## src/cascade_timer_pkg.sv

```systemverilog
// Constants for the cascaded 16-bit event timer
`default_nettype none
package cascade_timer_pkg;
  localparam int          AW            = 8;
  // Register byte offsets
  localparam logic [7:0]  OFS_MODE      = 8'h00;
  localparam logic [7:0]  OFS_CLKSEL    = 8'h04;
  localparam logic [7:0]  OFS_OUTCTL    = 8'h08;
  localparam logic [7:0]  OFS_LOWCMP    = 8'h0C;
  localparam logic [7:0]  OFS_HIGHCMP   = 8'h10;
  localparam logic [7:0]  OFS_COUNT     = 8'h14;
  localparam logic [7:0]  OFS_STATUS    = 8'h18;
  localparam logic [7:0]  OFS_MASK      = 8'h1C;
  // Mode register fields
  localparam int          MODE_EN_BIT   = 0;
  localparam int          MODE_CASC_BIT = 2;
  // Output control fields
  localparam int          OUT_LVR1_BIT  = 2;
  localparam int          OUT_LVS1_BIT  = 3;
  localparam int          OUT_EN2_BIT   = 4;
  localparam int          OUT_EN1_BIT   = 0;
  localparam int          OUT_HIGH_OUT_LEVEL_RESET_BIT  = 6;
  localparam int          OUT_HIGH_OUT_LEVEL_SET_BIT  = 7;
  // Status / mask fields
  localparam int          ST_LOW_BIT    = 0;
  localparam int          ST_CASC_BIT   = 1;
  // Clock select codes
  localparam logic [3:0]  CS_EXT_FALL   = 4'h0;
  localparam logic [3:0]  CS_EXT_RISE   = 4'h1;
  localparam logic [3:0]  CS_INT_FIRST  = 4'h6;
  localparam logic [3:0]  CS_INT_LAST   = 4'hF;
  // Reset values; prescaler width
  localparam logic [7:0]  RST_MODE      = 8'h00;
  localparam logic [3:0]  RST_CLKSEL    = 4'h0;
  localparam logic [7:0]  RST_OUTCTL    = 8'h00;
  localparam logic [7:0]  RST_CMP       = 8'h00;
  localparam logic [1:0]  RST_MASK      = 2'h3;
  localparam int          PRE_W         = 12;
endpackage
`default_nettype wire

```

## src/count_tick_sel.sv

```systemverilog
// Count-clock source: prescaler taps and external edge detection
`default_nettype none
module count_tick_sel #(
  parameter int PRE_W = cascade_timer_pkg::PRE_W
) (
  input  wire logic       sys_clk,
  input  wire logic       rst_b,
  input  wire logic       clkEn,
  input  wire logic       run,
  input  wire logic [3:0] clkSel,
  input  wire logic       eventInput,
  output logic            tick
);
  logic [PRE_W-1:0] pre_ff;
  logic [PRE_W-1:0] nxt_pre;
  logic             evtPrev_ff;
  logic             nxt_evtPrev;
  logic [PRE_W-1:0] tapHit;

  // Each internal code picks a power-of-two divide of the system clock
  genvar g;
  generate
    for (g = 0; g < PRE_W; g++) begin : gTap
      assign tapHit[g] = &pre_ff[g:0];
    end
  endgenerate

  always_comb begin
    // Prescaler restarts with the timer; pin edges are not aligned to start, so the first count may come early
    nxt_pre     = run ? pre_ff + 1'b1 : '0;
    nxt_evtPrev = eventInput;
  end

  always_ff @(posedge sys_clk or negedge rst_b) begin
    if (!rst_b) begin
      pre_ff     <= '0;
      evtPrev_ff <= 1'b0;
    end else if (clkEn) begin
      pre_ff     <= nxt_pre;
      evtPrev_ff <= nxt_evtPrev;
    end
  end

  always_comb begin
    tick = 1'b0;
    case (clkSel)
      cascade_timer_pkg::CS_EXT_FALL: tick = evtPrev_ff & ~eventInput;
      cascade_timer_pkg::CS_EXT_RISE: tick = ~evtPrev_ff & eventInput;
      default: begin
        if (clkSel >= cascade_timer_pkg::CS_INT_FIRST)
          tick = tapHit[clkSel - cascade_timer_pkg::CS_INT_FIRST];
      end
    endcase
    tick = tick & run & clkEn;
  end
endmodule
`default_nettype wire

```

## src/cascade_event_timer.sv

```systemverilog
// Cascaded 16-bit timer / event counter with APB register slave
`default_nettype none
module cascade_event_timer #(
  parameter int PRE_W = cascade_timer_pkg::PRE_W
) (
  input  wire logic                          sys_clk,
  input  wire logic                          rst_b,
  input  wire logic                          clkEn,
  input  wire logic                          psel,
  input  wire logic                          penable,
  input  wire logic                          pwrite,
  input  wire logic [cascade_timer_pkg::AW-1:0] paddr,
  input  wire logic [31:0]                   pwdata,
  output logic      [31:0]                   prdata,
  output logic                               pready,
  output logic                               pslverr,
  input  wire logic                          eventInput,
  output logic                               lowChannelOut,
  output logic                               highChannelOut,
  output logic                               irq
);
  logic [7:0] mode_ff,    nxt_mode;
  logic [3:0] clkSel_ff,  nxt_clkSel;
  logic [7:0] outCtl_ff,  nxt_outCtl;
  logic [7:0] lowCmp_ff,  nxt_lowCmp;
  logic [7:0] highCmp_ff, nxt_highCmp;
  logic [1:0] mask_ff,    nxt_mask;
  logic [1:0] status_ff,  nxt_status;
  logic [7:0] lowCnt_ff,  nxt_lowCnt;
  logic [7:0] highCnt_ff, nxt_highCnt;
  logic       lowOut_ff,  nxt_lowOut;
  logic       highOut_ff, nxt_highOut;
  logic [31:0] rdata_ff,  nxt_rdata;

  logic       run;
  logic       cascade;
  logic       lowTick;
  logic       highTick;
  logic       lowMatch;
  logic       highMatch;
  logic       cascMatch;
  logic       access;
  logic       wrEn;
  logic       rdEn;
  logic       mapped;

  assign run     = mode_ff[cascade_timer_pkg::MODE_EN_BIT];
  assign cascade = mode_ff[cascade_timer_pkg::MODE_CASC_BIT];

  count_tick_sel #(
    .PRE_W      (PRE_W)
  ) uTick (
    .sys_clk    (sys_clk),
    .rst_b      (rst_b),
    .clkEn      (clkEn),
    .run        (run),
    .clkSel     (clkSel_ff),
    .eventInput (eventInput),
    .tick       (lowTick)
  );

  // APB: zero wait states, every access answered in its access cycle
  assign access  = psel & penable & clkEn;
  assign wrEn    = access & pwrite;
  assign rdEn    = access & ~pwrite;
  assign pready  = 1'b1;

  always_comb begin
    case (paddr)
      cascade_timer_pkg::OFS_MODE,   cascade_timer_pkg::OFS_CLKSEL,
      cascade_timer_pkg::OFS_OUTCTL, cascade_timer_pkg::OFS_LOWCMP,
      cascade_timer_pkg::OFS_HIGHCMP, cascade_timer_pkg::OFS_COUNT,
      cascade_timer_pkg::OFS_STATUS, cascade_timer_pkg::OFS_MASK: mapped = 1'b1;
      default: mapped = 1'b0;
    endcase
  end
  assign pslverr = psel & penable & ~mapped;

  // Match logic; compare of zero matches from the start, so the first tick is already an event
  assign lowMatch  = (lowCnt_ff == lowCmp_ff);
  assign highMatch = (highCnt_ff == highCmp_ff);
  assign cascMatch = cascade & run & lowTick & lowMatch & highMatch;
  // In independent mode the high counter has no source in this block
  assign highTick  = cascade & lowTick & (lowCnt_ff == 8'hFF);

  always_comb begin
    nxt_mode    = mode_ff;
    nxt_clkSel  = clkSel_ff;
    nxt_outCtl  = outCtl_ff;
    nxt_lowCmp  = lowCmp_ff;
    nxt_highCmp = highCmp_ff;
    nxt_mask    = mask_ff;
    if (wrEn) begin
      case (paddr)
        cascade_timer_pkg::OFS_MODE:    nxt_mode    = pwdata[7:0];
        cascade_timer_pkg::OFS_CLKSEL:  nxt_clkSel  = pwdata[3:0];
        cascade_timer_pkg::OFS_OUTCTL:  nxt_outCtl  = {2'b00, pwdata[5:4], 2'b00, pwdata[1:0]};
        cascade_timer_pkg::OFS_LOWCMP:  nxt_lowCmp  = pwdata[7:0];
        cascade_timer_pkg::OFS_HIGHCMP: nxt_highCmp = pwdata[7:0];
        cascade_timer_pkg::OFS_MASK:    nxt_mask    = pwdata[1:0];
        default: ;
      endcase
    end
  end

  always_comb begin
    nxt_lowCnt  = lowCnt_ff;
    nxt_highCnt = highCnt_ff;
    if (!run) begin
      nxt_lowCnt  = '0;
      nxt_highCnt = '0;
    end else if (cascMatch) begin
      nxt_lowCnt  = '0;
      nxt_highCnt = '0;
    end else if (lowTick) begin
      // A lowered compare is passed by; the counter wraps and meets it later
      if (!cascade && lowMatch) nxt_lowCnt = '0;
      else nxt_lowCnt = lowCnt_ff + 8'h01;
      if (highTick) nxt_highCnt = highCnt_ff + 8'h01;
    end
  end

  always_comb begin
    logic lowEvt;
    lowEvt      = run & lowTick & lowMatch;
    nxt_lowOut  = lowOut_ff;
    nxt_highOut = highOut_ff;
    nxt_status  = status_ff;
    if (lowEvt && outCtl_ff[cascade_timer_pkg::OUT_EN1_BIT])
      nxt_lowOut = ~lowOut_ff;
    if (cascMatch && outCtl_ff[cascade_timer_pkg::OUT_EN2_BIT])
      nxt_highOut = ~highOut_ff;
    // A deliberate level write from software beats a toggle in the same cycle
    if (wrEn && paddr == cascade_timer_pkg::OFS_OUTCTL) begin
      if (pwdata[cascade_timer_pkg::OUT_LVR1_BIT]) nxt_lowOut = 1'b0;
      if (pwdata[cascade_timer_pkg::OUT_LVS1_BIT]) nxt_lowOut = 1'b1;
      if (pwdata[cascade_timer_pkg::OUT_HIGH_OUT_LEVEL_RESET_BIT]) nxt_highOut = 1'b0;
      if (pwdata[cascade_timer_pkg::OUT_HIGH_OUT_LEVEL_SET_BIT]) nxt_highOut = 1'b1;
    end
    // Read clears only the bits it returned: an event after the setup capture is not lost
    if (rdEn && paddr == cascade_timer_pkg::OFS_STATUS) nxt_status = status_ff & ~rdata_ff[1:0];
    if (lowEvt)    nxt_status[cascade_timer_pkg::ST_LOW_BIT]  = 1'b1;
    if (cascMatch) nxt_status[cascade_timer_pkg::ST_CASC_BIT] = 1'b1;
  end

  always_comb begin
    nxt_rdata = rdata_ff;
    if (psel && !penable && !pwrite) begin
      case (paddr)
        cascade_timer_pkg::OFS_MODE:    nxt_rdata = {24'h000000, mode_ff};
        cascade_timer_pkg::OFS_CLKSEL:  nxt_rdata = {28'h0000000, clkSel_ff};
        cascade_timer_pkg::OFS_OUTCTL:  nxt_rdata = {24'h000000, outCtl_ff};
        cascade_timer_pkg::OFS_LOWCMP:  nxt_rdata = {24'h000000, lowCmp_ff};
        cascade_timer_pkg::OFS_HIGHCMP: nxt_rdata = {24'h000000, highCmp_ff};
        cascade_timer_pkg::OFS_COUNT:   nxt_rdata = {16'h0000, highCnt_ff, lowCnt_ff};
        cascade_timer_pkg::OFS_STATUS:  nxt_rdata = {30'h0, status_ff};
        cascade_timer_pkg::OFS_MASK:    nxt_rdata = {30'h0, mask_ff};
        default:                        nxt_rdata = 32'h00000000;
      endcase
    end
  end

  always_ff @(posedge sys_clk or negedge rst_b) begin
    if (!rst_b) begin
      mode_ff    <= cascade_timer_pkg::RST_MODE;
      clkSel_ff  <= cascade_timer_pkg::RST_CLKSEL;
      outCtl_ff  <= cascade_timer_pkg::RST_OUTCTL;
      lowCmp_ff  <= cascade_timer_pkg::RST_CMP;
      highCmp_ff <= cascade_timer_pkg::RST_CMP;
      mask_ff    <= cascade_timer_pkg::RST_MASK;
      status_ff  <= '0;
      lowCnt_ff  <= '0;
      highCnt_ff <= '0;
      lowOut_ff  <= 1'b0;
      highOut_ff <= 1'b0;
      rdata_ff   <= '0;
    end else if (clkEn) begin
      mode_ff    <= nxt_mode;
      clkSel_ff  <= nxt_clkSel;
      outCtl_ff  <= nxt_outCtl;
      lowCmp_ff  <= nxt_lowCmp;
      highCmp_ff <= nxt_highCmp;
      mask_ff    <= nxt_mask;
      status_ff  <= nxt_status;
      lowCnt_ff  <= nxt_lowCnt;
      highCnt_ff <= nxt_highCnt;
      lowOut_ff  <= nxt_lowOut;
      highOut_ff <= nxt_highOut;
      rdata_ff   <= nxt_rdata;
    end
  end

  assign prdata         = rdata_ff;
  assign lowChannelOut  = lowOut_ff;
  assign highChannelOut = highOut_ff;
  // Mask bit 1 blocks a status bit; both mask bits reset to 1, so irq stays quiet until unmasked
  assign irq            = |(status_ff & ~mask_ff);
endmodule
`default_nettype wire

```

## config.mk

```make
export PLATFORM = sky130hd
export DESIGN_NAME = cascade_event_timer
export DESIGN_NICKNAME = d
export VERILOG_FILES = /design/src/cascade_timer_pkg.sv /design/src/count_tick_sel.sv /design/src/cascade_event_timer.sv
export SDC_FILE = /design/constraint.sdc
export NUM_CORES = 1
export LEC_CHECK = 0
export ABC_AREA = 1
export BUFFER_PORTS_ARGS = -buffer_cell sky130_fd_sc_hd__buf_4
export CORE_MARGIN = 2
export CORE_UTILIZATION = 45
export CTS_CLUSTER_SIZE = 8
export DETAILED_ROUTE_END_ITERATION = 8
export GPL_ROUTABILITY_DRIVEN = 0
export PLACE_DENSITY = 0.65
export RECOVER_POWER = 100
export SYNTH_ARGS = -nofsm -noshare
export SYNTH_HDL_FRONTEND = slang
export SYNTH_HIERARCHICAL = 1
export SYNTH_SLANG_ARGS = --single-unit
```

## constraint.sdc

```tcl
create_clock -name sys_clk -period 3.31 [get_ports sys_clk]
set_input_delay 0.1655 -clock sys_clk [delete_from_list [all_inputs] [get_ports sys_clk]]
set_output_delay 0.1655 -clock sys_clk [all_outputs]
set_load 0.02 [all_outputs]
```

Word-level counts from Yosys, hierarchy flattened:

Memories as Yosys holds them, arrays and structs flattened.
Index checks and enable logic that the tools add are counted.

* register bits: 99
* input port bits: 47
* memories: 1
* latch bits: 0
* RAM bits: 0
* bits in read-only memories: 32
* output and inout bits: 37

* $lt $le $gt $ge: 2
* reductions and logical operators: 38
* div/mod/pow operators: 0
* eq/ne operators: 13
* multiplexer cells: 26
* bitwise logic cells: 27
* shifts and indexed selects: 0
* multiply operators: 0
* $add $sub $neg: 4

Memories
* (name not given): words 32, bits a word 1, rd ports 1, clocked after memory_dff 0, wr ports 0, RTL line cascade_event_timer.sv:69 `case (paddr)`

Operator list (number)
* one-hot mux 16 bit (8 select lines): 1
* 2-to-1 mux 8 bit: 8
* == test 8 x 5 -> 1 bit (second input constant): 4
* AND reduction 3 bit: 8
* bitwise AND 1 bit: 17
* adder 8 x 1 -> 8 bit (second input constant): 2
* == test 8 x 4 -> 1 bit (second input constant): 2
* == test 8 bit: 2
* 2-to-1 mux 1 bit: 13
* adder 12 x 1 -> 12 bit (second input constant): 1
* 2-to-1 mux 12 bit: 1
* AND reduction 12 bit: 1
* AND reduction 11 bit: 1
* AND reduction 10 bit: 1
* AND reduction 2 bit: 5
* AND reduction 9 bit: 1
* == test 8 x 3 -> 1 bit (second input constant): 1
* == test 8 bit (second input constant): 1
* zero test 8 bit: 1
* AND reduction 8 bit: 1
* logical AND 1 bit: 7
* AND reduction 7 bit: 1
* inequality test 3 x 1 -> 1 bit (second input constant): 2
* NOT 1 bit: 6
* other kinds (17): 22

Depth between registers and ports, before layout:

Gate-level depths: netlist (run 1).

* depth after elaboration: 15
* mapped depth: 24
* gate-level depth less buffers: 23

Modules after synthesis:

The synthesis (run 1) kept the hierarchy.

By module, submodules not included
* cascade_event_timer: times used 1, cells each 519, area an instance 3906.2 um^2, seq. area each 1754.2 um^2
* count_tick_sel: times used 1, cells each 125, area an instance 900.9 um^2, seq. area each 325.3 um^2

Worst setup path before layout (run 1):

No wires, ideal clock.

* path kind: register to register
* start: register uTick.pre_ff[0]
* end: register highCnt_ff[5]
* data arrival time: 2606 ps
* period minus slack after synthesis: 2725 ps
* path slack: 585 ps
* stages on the path, launching flop included: 25
* cells stage by stage: dfrtp_1 -> ha_1 -> nand3_1 -> nor2_2 -> inv_1 -> nor2_1 -> ha_1 -> a21oi_1 -> nand2_1 -> nand3b_1 -> nand2_1 -> nand3_2 -> a21oi_2 -> nand2_1 -> inv_2 -> nand2_1 -> nor2_1 -> nand3_1 -> nor2_2 -> nand2_4 -> nand2_2 -> a21oi_2 -> buf_6 -> nand2_1 -> o21ai_2

* word-level cells in the longest chain between the ends: 12

RTL lines
* start: declaration: RTL line count_tick_sel.sv:14 `logic [PRE_W-1:0] pre_ff;`
* start signal: assignment: RTL line count_tick_sel.sv:39 `pre_ff <= nxt_pre;`
* AND reduction 12 bit (tied with other cells): RTL line count_tick_sel.sv:24 `assign tapHit[g] = &pre_ff[g:0];`
* binary-select mux 1 bit (select 4 bit) *: RTL line count_tick_sel.sv:51 `tick = tapHit[clkSel - cascade_timer_pkg::CS_INT_FIRST];`
* 2-to-1 mux 1 bit (implied by the code) *: RTL line count_tick_sel.sv:51
* 2-to-1 mux 1 bit *: RTL line count_tick_sel.sv:50 `if (clkSel >= cascade_timer_pkg::CS_INT_FIRST)`
* one-hot mux 1 bit (2 select lines) *: RTL line count_tick_sel.sv:46 `case (clkSel)`
* bitwise AND 1 bit * (2 in a row): RTL line count_tick_sel.sv:54 `tick = tick & run & clkEn;`
* via lowTick: RTL line cascade_event_timer.sv:37 `logic lowTick;`
* bitwise AND 1 bit (3 in a row): RTL line cascade_event_timer.sv:82 `assign cascMatch = cascade & run & lowTick & lowMatch & highMatch;`
* inequality test 3 x 1 -> 1 bit (no source line) or 2-to-1 mux 8 bit (tied branches)
* AND reduction 3 bit (no source line) or 2-to-1 mux 8 bit (tied branches)
* end signal: assignment: RTL line cascade_event_timer.sv:186 `highCnt_ff <= nxt_highCnt;`
* end: declaration: RTL line cascade_event_timer.sv:30 `logic [7:0] highCnt_ff, nxt_highCnt;`

The timed path passes the listed nets; every way through them passes the cells marked *. The select of a mux whose other input is x is not followed.
A chain may end at the register's enable or synchronous reset.

Worst setup path after layout (run 1):

* start: register uTick.pre_ff[0]
* end: register highCnt_ff[6]

The elaborated chain is that of the path after synthesis.

==> results of run 1 <==
[cell usage in the layout, fill, tap and decap left out, types with 4 or more instances in the layout]
cell type,instances
o31ai_1,9
conb_1,17
o21ai_1,5
a21oi_1,18
ha_1,7
dfrtp_1,81
o21ai_2,5
nor2_1,48
o22ai_1,10
nand2_1,189
nand2_2,4
nand3_1,28
buf_4,24
inv_1,70
nor2_2,4
nor3_1,8
o21ai_0,60
clkbuf_8,10
clkbuf_1,24
nand4_1,11
inv_2,19
a211oi_1,4
[layer usage]
layer  up-vias  GRT usage
li1       2148          -
met1      2057     0.3048
met2       132     0.3535
met3        25    0.03571
met4         0    0.09982
met5         -          0
[stage by stage]
stage	cell area [µm²]	instances	total power, mW	utilization	setup slack, ns
2_1_floorplan	4863	659	1.154	-	0.5854
3_3_place_gp	5205	814	1.209	0.5019	0.2811
3_5_place_dp	5205	814	1.213	0.5019	0.2308
4_1_cts	5424	830	2.026	0.5230	0.1718
5_1_grt	5319	830	2.077	0.5129	0.01480
6_report	5319	830	1.995	0.5129	0.3458
[critical path: stages, from the launching register on]
cell	delay, ns
dfrtp_1	0.42
ha_1	0.23
nand2_1	0.07
nor2_1	0.18
ha_1	0.18
nor2_1	0.05
o21bai_1	0.16
nand2_1	0.06
nand2_1	0.06
nand2_1	0.07
nand3_2	0.08
a21oi_2	0.19
nand2_1	0.09
inv_2	0.11
nand2_1	0.06
nor2_1	0.08
nand3_1	0.10
nor2_2	0.16
nand2_4	0.10
nand2_2	0.10
a21oi_4	0.12
nand2_1	0.10
o21ai_2	0.06
[kinds of logic after synthesis]
group | count (synthesis) | share of synthesized area
compound gates | 126 | 0.1559
xor+xnor | 5 | 0.009112
fa+ha+maj | 7 | 0.01822
buf+inv | 117 | 0.1072
flops | 83 | 0.4326
other cells | 2 | 0.001562
simple gates | 304 | 0.2754
[sequential cells by signal, summed over array words and instances (netlist names), 2 cells and up]
register      cells
prdata           16
lowCmp_ff         8
highCnt_ff        8
mode_ff           8
uTick/pre_ff     12
lowCnt_ff         8
mask_ff           2
outCtl_ff         4
highCmp_ff        8
status_ff         2
clkSel_ff         4
[power by group through the flow]
stage               clock network [mW]  registers (mW)  logic, mW
detailed placement                   0            1.06      0.158
finish                           0.813            1.04      0.147
floorplan                            0            1.06     0.0927
global placement                     0            1.05      0.154
global route                     0.873            1.04      0.166
CTS                              0.833            1.04      0.158
[worst min path at each step]
stage,to,slack (ns)
after global routing,outCtl_ff[0]$_DFFE_PN0P_,0.04
final,outCtl_ff[0]$_DFFE_PN0P_,0.02
after CTS,outCtl_ff[0]$_DFFE_PN0P_,0.009
after detailed placement,outCtl_ff[1]$_DFFE_PN0P_,0.39
after global placement,outCtl_ff[1]$_DFFE_PN0P_,0.39
after floorplan,clkSel_ff[0]$_DFFE_PN0P_,-0.13
[layout make-up]
type	count	area, µm²	share of cell area
clock buffers	12	145.1	0.02729
clock inverters	4	73.82	0.01388
inverters	89	334.1	0.06281
multi-input cells	459	2248	0.4227
flip-flops and latches	83	2079	0.3910
well taps	136	170.2	0.03199
repair buffers	47	267.8	0.05034
==> flow_summary.json, run 1 <==
{
  "status": "finished with violations",
  "failed_checks": "max-capacitance violations, max-slew violations",
  "switchingPower_uw": 484.2,
  "postRouteAntennaNets": 0,
  "cp.arrival_ns": 3.19,
  "setup_viol": 0,
  "cts_tree": "built",
  "p_leak_nw": 2.482,
  "hp-class": "in2reg",
  "r2r_setup_slack_ns": 0.35,
  "grt_pass1_wl_mm": 20.11,
  "critPathRequiredTime_ns": 3.54,
  "yosysWarnings": 6,
  "slew_viol_final": 95,
  "wl_met2_mm": 5.413,
  "finalHoldViolCount": 0,
  "start_kind": "flop",
  "drive_above_1_share": 0.1210,
  "cp_max_fo": 14,
  "clk_pin_slew_ns": 0.09,
  "criticalPathCategory": "reg2reg",
  "root_buffer": "clkbuf_8",
  "r2r-start": "uTick/pre_ff[0]$_DFFE_PN0P_",
  "critPathCapture": "highCnt_ff[6]$_DFFE_PN0P_",
  "grt_start_max_net_pins": 84,
  "worstMarginPinSlew_ns": 2.069,
  "max_freq_mhz": 337.4,
  "min_period_ns": 2.964,
  "irDropWorstVdd_uv": 247.1,
  "die-area_um2": 11530,
  "die_h_um": 107.4,
  "io_pins": 84,
  "rsz0062_at_grt": "no",
  "synth_common_cells": "189 x nand2_1, 81 x dfrtp_1, 68 x inv_1",
  "cts_setup_buffers": 0,
  "cts.sinks": 83,
  "insertion_delay_ns": 0.36,
  "port_buffers": 42,
  "startpoint": "uTick/pre_ff[0]$_DFFE_PN0P_",
  "yosys-top-cells-area": "dfrtp_1 42%, nand2_1 15%, inv_1 5.3%",
  "cts_max_path_buffers": 2,
  "power_frac_seq": 0.519,
  "coreArea_um2": 10370,
  "grt_antenna_before_repair": 0,
  "hold_buffers": 0,
  "drt_iter0_markers": 282,
  "holdWs_ns": 0.01676,
  "initial_utilization": 0.4636,
  "hp-start": "pwdata[0]",
  "synthCells": 644,
  "synth_flop_cell": "dfrtp_1",
  "m1WireLength_mm": 5.610,
  "swShare": 0.2427,
  "synth_top_area_cell": "dfrtp_1",
  "overflow": 0,
  "avgSynthCellArea_um2": 7.464,
  "avgViaCountPerCell": 5.255,
  "power_density_nw_per_um2": 375.1,
  "highest_layer": "met4",
  "syn_area_um2": 4807,
  "async_flop_share": 1.000,
  "clockPowerShare": 0.407,
  "maxCapViolations": 2,
  "post_cts_resized": 0,
  "grt_use_total": 0.2240,
  "wl_met3_um": 598,
  "num_rows": 37,
  "reg2reg_to": "highCnt_ff[6]$_DFFE_PN0P_",
  "grt_pass1_vias": 4099,
  "hpwl_mm": 8.955,
  "p_int_mw": 1.511,
  "hold_depth": 3,
  "finalCritPeriodShare": 0.8955,
  "relSlewSlack": -0.3791,
  "h-tree-depth": 3,
  "worstSetupEndpointType": "flop",
  "combinationalPowerShare": 0.074,
  "area_growth_pct": 10.65,
  "fin_nets": 743,
  "synth_seq_cells": 83,
  "post-route-drc-count": 0,
  "drtPass1Iterations": 6,
  "vias": 4362,
  "synth_cell_types": 42,
  "totalWireLength_mm": 11.91,
  "setup_tns_ns": 0,
  "fillerInstances": 1069,
  "synth-edff-count": 0,
  "synth_top_area_share": 0.4217,
  "seq_area_frac_synth": 0.4326,
  "cts_buffers": 9,
  "diodes": 0,
  "synth_most_common_cell": "nand2_1",
  "wire_per_inst_um": 14.35,
  "finalClockSkew_ns": 0.01308,
  "die_w_um": 107.4,
  "ff2ff_path_depth": 22
}
(Power assumes the default switching activity.)
==> inputs of run 2 (changes only) <==
HOLD_SLACK_MARGIN = 0.08   (was default)
PLACE_DENSITY = default   (was 0.65)
PLACE_DENSITY_LB_ADDON = 0.12   (was default)
==> flow_summary.json, run 2 (synthesis gave the netlist of run 1 again) <==
{
  "status": "finished with violations",
  "failed_checks": "max-capacitance violations, max-slew violations",
  "insertion_delay_ns": 0.37,
  "r2r_setup_slack_ns": 0.37,
  "num_rows": 37,
  "ff2ff_path_depth": 23,
  "slew_viol_final": 65,
  "grt_pass1_wl_mm": 20.62,
  "setup_viol": 0,
  "max_freq_mhz": 339.9,
  "grt_use_total": 0.2316,
  "avgViaCountPerCell": 5.112,
  "post-route-drc-count": 0,
  "root_buffer": "clkbuf_8",
  "grt_start_max_net_pins": 65,
  "hold_depth": 4,
  "die_h_um": 107.4,
  "finalHoldViolCount": 0,
  "wire_per_inst_um": 14.46,
  "die_w_um": 107.4,
  "criticalPathCategory": "reg2reg",
  "h-tree-depth": 3,
  "fin_nets": 751,
  "drt_iter0_markers": 265,
  "initial_utilization": 0.4636,
  "largest_register_ffs": 16,
  "diodes": 0,
  "area_growth_pct": 11.69,
  "totalWireLength_mm": 12.12,
  "layout_commonest_cell": "nand2_1",
  "critical_path.max_stage_delay_ns": 0.43,
  "power_density_nw_per_um2": 374.4,
  "critPathRequiredTime_ns": 3.55,
  "cts_buffers": 9,
  "cp_num_buf_inv": 2,
  "mostFrequentLayoutCells": "189 x nand2_1, 81 x dfrtp_1, 71 x inv_1",
  "grt_pass1_vias": 4152,
  "cts_setup_buffers": 0,
  "placed_area_um2": 5213,
  "crit_path_cell_trace": "ha_1 -> nand3_1 -> nor2_2 -> inv_1 -> nor2_1 -> ha_1 -> a21oi_1 -> nand2_1 -> nand3b_1 -> nand2_1 -> nand3_2 -> a21oi_2 -> nand2_1 -> inv_2 -> nand2_1 -> nor2_1 -> nand3_1 -> nor2_2 -> nand2_4 -> nand2_2 -> a21oi_4 -> nand2_1 -> o21ai_0",
  "worstSetupEndpointType": "flop",
  "io_pins": 84,
  "crit_top_cell": "nand2_1",
  "r2r-start": "uTick/pre_ff[0]$_DFFE_PN0P_",
  "use_met3": 0.04237,
  "overflow": 0,
  "hpwl_mm": 9.017,
  "drive_above_1_share": 0.1125,
  "min_period_ns": 2.942,
  "cp.arrival_ns": 3.19,
  "crit_path_top_delay_cell": "dfrtp_1",
  "cts_max_path_buffers": 2,
  "finalInstanceArea_um2": 5369,
  "path_delay_family": "simple AND/OR/NAND/NOR gates",
  "cp_max_fo": 14,
  "rsz0062_at_grt": "no",
  "reg2reg_to": "highCnt_ff[4]$_DFFE_PN0P_",
  "dp.cells": 815,
  "finalCritPeriodShare": 0.8890,
  "met1_usage": 0.3361,
  "total_power_mw": 2.010,
  "stdcell_count": 838,
  "hold_end": "lowChannelOut$_DFFE_PN0P_",
  "grtUsageMet2": 0.3458,
  "start_kind": "flop",
  "cts.sinks": 83,
  "hp-class": "in2reg",
  "die-area_um2": 11530,
  "hp-start": "pwdata[2]",
  "vias": 4284,
  "coreArea_um2": 10370,
  "irDropWorstVdd_uv": 203.0,
  "finalClockSkew_ns": 0.009057,
  "worstMarginPinSlew_ns": 1.605,
  "fin_util": 0.5177,
  "p_leak_nw": 2.488,
  "port_buffers": 42,
  "maxCapViolations": 1,
  "grt_antenna_before_repair": 0,
  "drtPass1Iterations": 5,
  "postRouteAntennaNets": 0,
  "clk_pin_slew_ns": 0.09,
  "cts_tree": "built",
  "setup_tns_ns": 0,
  "grt_busiest_layer": "met2",
  "relSlewSlack": -0.07025
}
==> run 2: how the worst max path moves through the flow <==
stage | depth (start not counted) | from | endpoint
after global placement | 23 | uTick/pre_ff[0]$_DFFE_PN0P_ | highCnt_ff[7]$_DFFE_PN0P_
after detailed placement | 23 | uTick/pre_ff[0]$_DFFE_PN0P_ | highCnt_ff[5]$_DFFE_PN0P_
final | 23 | uTick/pre_ff[0]$_DFFE_PN0P_ | highCnt_ff[4]$_DFFE_PN0P_
after global routing | 23 | uTick/pre_ff[0]$_DFFE_PN0P_ | highChannelOut$_DFFE_PN0P_
after CTS | 23 | uTick/pre_ff[0]$_DFFE_PN0P_ | highCnt_ff[5]$_DFFE_PN0P_
after floorplan | 24 | uTick/pre_ff[0]$_DFFE_PN0P_ | highCnt_ff[5]$_DFFE_PN0P_
==> run 2: worst min-delay path, stage by stage <==
cell and delay, ns:
buf_4 0.08, nand2_1 0.04, nand3_1 0.08, a21oi_1 0.06
==> run 2: metrics by stage <==
stage | worst slack (ns) | hold WS [ns]
2_1_floorplan | 0.5854 | -0.1301
3_3_place_gp | 0.2709 | 0.3126
3_5_place_dp | 0.2071 | 0.3212
4_1_cts | 0.1601 | 0.08212
5_1_grt | 0.02569 | 0.1253
6_report | 0.3675 | 0.08947
==> run 2: area by class of cell <==
cell class,count,area [µm²]
clock buffers,9,123.9
clock inverters,7,92.59
fillers,1041,5001
inverters,89,334.1
multi-input cells,459,2235
flip-flops and latches,83,2079
well taps,136,170.2
repair buffers,55,334.1
==> run 2: what timing repair did <==
action / 4_1_cts / 5_1_grt
hold endpoints to repair: 67 / 0
resized for setup: 0 / 1
setup endpoints to repair: 0 / 7
hold buffers: 7 / 0
==> run 2: metal layers <==
layer  up-vias  part of all wire
met1      2009              0.50
met5         -                 0
met4         0             0.020
met3        17             0.042
li1       2159                 -
met2        99              0.44
==> run 2: report_power, final <==
part / total, mW / internal, mW / switching (mW)
sequential: 1.04 / 1.03 / 0.0106
combinational: 0.153 / 0.0446 / 0.109
clock: 0.821 / 0.422 / 0.399
==> inputs of run 3 (changes only) <==
PLACE_DENSITY_LB_ADDON = 0.15   (was 0.12)
==> flow_summary.json, run 3 (synthesis gave the netlist of run 1 again) <==
{
  "status": "finished with violations",
  "failed_checks": "max-capacitance violations, max-slew violations",
  "setup_tns_ns": 0,
  "drive_above_1_share": 0.1084,
  "die-area_um2": 11530,
  "total_power_mw": 1.862,
  "cts_setup_buffers": 0,
  "num_rows": 37,
  "finalHoldViolCount": 0,
  "hpwl_mm": 8.982,
  "largest_register_ffs": 16,
  "cts.sinks": 83,
  "clockPowerShare": 0.362,
  "path_delay_family": "simple AND/OR/NAND/NOR gates",
  "drt_iter0_markers": 246,
  "irDropWorstVdd_uv": 188.8,
  "fin_nets": 750,
  "post-route-drc-count": 0,
  "holdWs_ns": 0.09685,
  "startpoint": "uTick/pre_ff[0]$_DFFE_PN0P_",
  "clk_pin_slew_ns": 0.09,
  "crit_path_cell_trace": "ha_1 -> nand3_1 -> nor2_2 -> inv_1 -> nor2_1 -> ha_1 -> a21oi_1 -> nand2_1 -> nand3b_1 -> nand2_1 -> nand3_2 -> a21oi_2 -> nand2_1 -> inv_2 -> nand2_1 -> nor2_1 -> nand3_1 -> nor2_2 -> nand2_4 -> nand3_1 -> nor2_1 -> nand2_1 -> o21ai_0",
  "register_area_um2": 2079,
  "overflow": 0,
  "totalWireLength_mm": 12.04,
  "maxCapViolations": 1,
  "finalCritPeriodShare": 0.8974,
  "critPathRequiredTime_ns": 3.53,
  "initial_utilization": 0.4636,
  "p_leak_nw": 2.475,
  "combinationalPowerShare": 0.082,
  "die_w_um": 107.4,
  "power_density_nw_per_um2": 350.4,
  "switchingPower_uw": 480.2,
  "grt_start_max_net_pins": 73,
  "crit_top_cell": "nand2_1",
  "slew_viol_final": 73,
  "grt_pass1_vias": 4032,
  "worst-path-stages": 23,
  "diodes": 0,
  "fillerInstances": 1067,
  "postRouteAntennaNets": 0,
  "criticalPathCategory": "reg2reg",
  "r2r-start": "uTick/pre_ff[0]$_DFFE_PN0P_",
  "crit_path_top_delay_cell": "dfrtp_1",
  "grt_antenna_before_repair": 0,
  "layout_commonest_cell": "nand2_1",
  "fin_util": 0.5125,
  "insertion_delay_ns": 0.36,
  "p_int_mw": 1.382,
  "cp_max_fo": 5,
  "critPathCapture": "lowCnt_ff[7]$_DFFE_PN0P_",
  "multi_input_area_um2": 2231,
  "hp-class": "in2reg",
  "critical_path.max_stage_delay_ns": 0.42,
  "relSlewSlack": -0.1883,
  "min_period_ns": 2.970,
  "ff2ff_path_depth": 23,
  "r2r_setup_slack_ns": 0.34,
  "finalClockSkew_ns": 0.01753,
  "grt_pass1_wl_mm": 20.10,
  "wire_per_inst_um": 14.38,
  "cp.arrival_ns": 3.19,
  "power_frac_seq": 0.556,
  "avgViaCountPerCell": 5.177,
  "setup_viol": 0,
  "reg2reg_to": "lowCnt_ff[7]$_DFFE_PN0P_",
  "drtPass1Iterations": 5,
  "port_buffers": 42,
  "cts_max_path_buffers": 2,
  "area_growth_pct": 10.57,
  "cts_buffers": 9,
  "max_freq_mhz": 336.7,
  "start_kind": "flop",
  "cts_tree": "built",
  "grt_use_total": 0.2216,
  "cp_num_buf_inv": 2,
  "rsz0062_at_grt": "no",
  "h-tree-depth": 3,
  "die_h_um": 107.4,
  "coreArea_um2": 10370,
  "vias": 4333,
  "swShare": 0.2579,
  "root_buffer": "clkbuf_8",
  "io_pins": 84,
  "mostFrequentLayoutCells": "189 x nand2_1, 81 x dfrtp_1, 71 x inv_1",
  "worstSetupEndpointType": "flop",
  "worstMarginPinSlew_ns": 1.783
}
[run 3: cell types whose count changed in the layout (fill, tap and decap cells not counted)]
cell | before | now
buf_4 | 22 | 23
bufinv_16 | 2 | 0
clkbuf_1 | 25 | 27
clkbuf_8 | 9 | 11
clkinvlp_4 | 3 | 0
dlygate4sd3_1 | 7 | 6
o21ai_0 | 64 | 65
o21ai_2 | 1 | 0
[run 3: power groups by stage]
stage	Sequential, mW	Combinational, mW	Clock [mW]
3_3_place_gp	1.06	0.156	0
4_1_cts	1.04	0.165	0.681
3_5_place_dp	1.06	0.159	0
6_report	1.04	0.152	0.674
5_1_grt	1.04	0.173	0.731
2_1_floorplan	1.06	0.0927	0
[run 3: area by class of cell]
class,instances,share of cell area
flip-flops and latches,83,0.3912
clock buffers,14,0.03060
clock inverters,2,0.001883
well taps,136,0.03202
repair buffers,54,0.06168
multi-input cells,459,0.4197
inverters,89,0.06285
[run 3: worst min-delay path by stage]
stage | start | endpoint | slack (ns) | cells after the start
final | pwdata[6] | highChannelOut$_DFFE_PN0P_ | 0.1 | 4
after global routing | pwdata[6] | highChannelOut$_DFFE_PN0P_ | 0.11 | 4
after CTS | pwdata[6] | highChannelOut$_DFFE_PN0P_ | 0.1 | 4
after detailed placement | rst_b | uTick/pre_ff[5]$_DFFE_PN0P_ | 0.37 | 1
after global placement | rst_b | uTick/pre_ff[3]$_DFFE_PN0P_ | 0.36 | 1
after floorplan | rst_b | clkSel_ff[0]$_DFFE_PN0P_ | -0.13 | 0
[run 3: what timing repair did]
action / 4_1_cts / 5_1_grt
setup endpoints to repair: 0 / 7
hold buffers: 6 / 0
endpoints found under the hold margin: 74 / 0
resized for setup: 0 / 1
[run 3: tightest hold or removal path, delay by kind of cell]
| family | cells | cell delay (ns) |
|---|---|---|
| buffers and inverters | 1 | 0.09 |
| and+or+nand+nor | 2 | 0.11 |
| AOI/OAI and AO/OA | 1 | 0.05 |
[run 3: stage by stage]
stage,area [µm²],instances,worst slack (ns)
final,5315,837,0.3397
after CTS,5445,837,0.1987
after global routing,5315,837,0.03490
after floorplan,4863,659,0.5854
after global placement,5213,815,0.2740
after detailed placement,5213,815,0.2499
[run 3: routing by layer]
layer,part of all wire,global-route usage,vias to the layer above
met2,0.44,0.3454,102
met5,0,0,-
met3,0.041,0.03208,14
li1,-,-,2162
met1,0.50,0.3204,2055
met4,0.016,0.06685,0
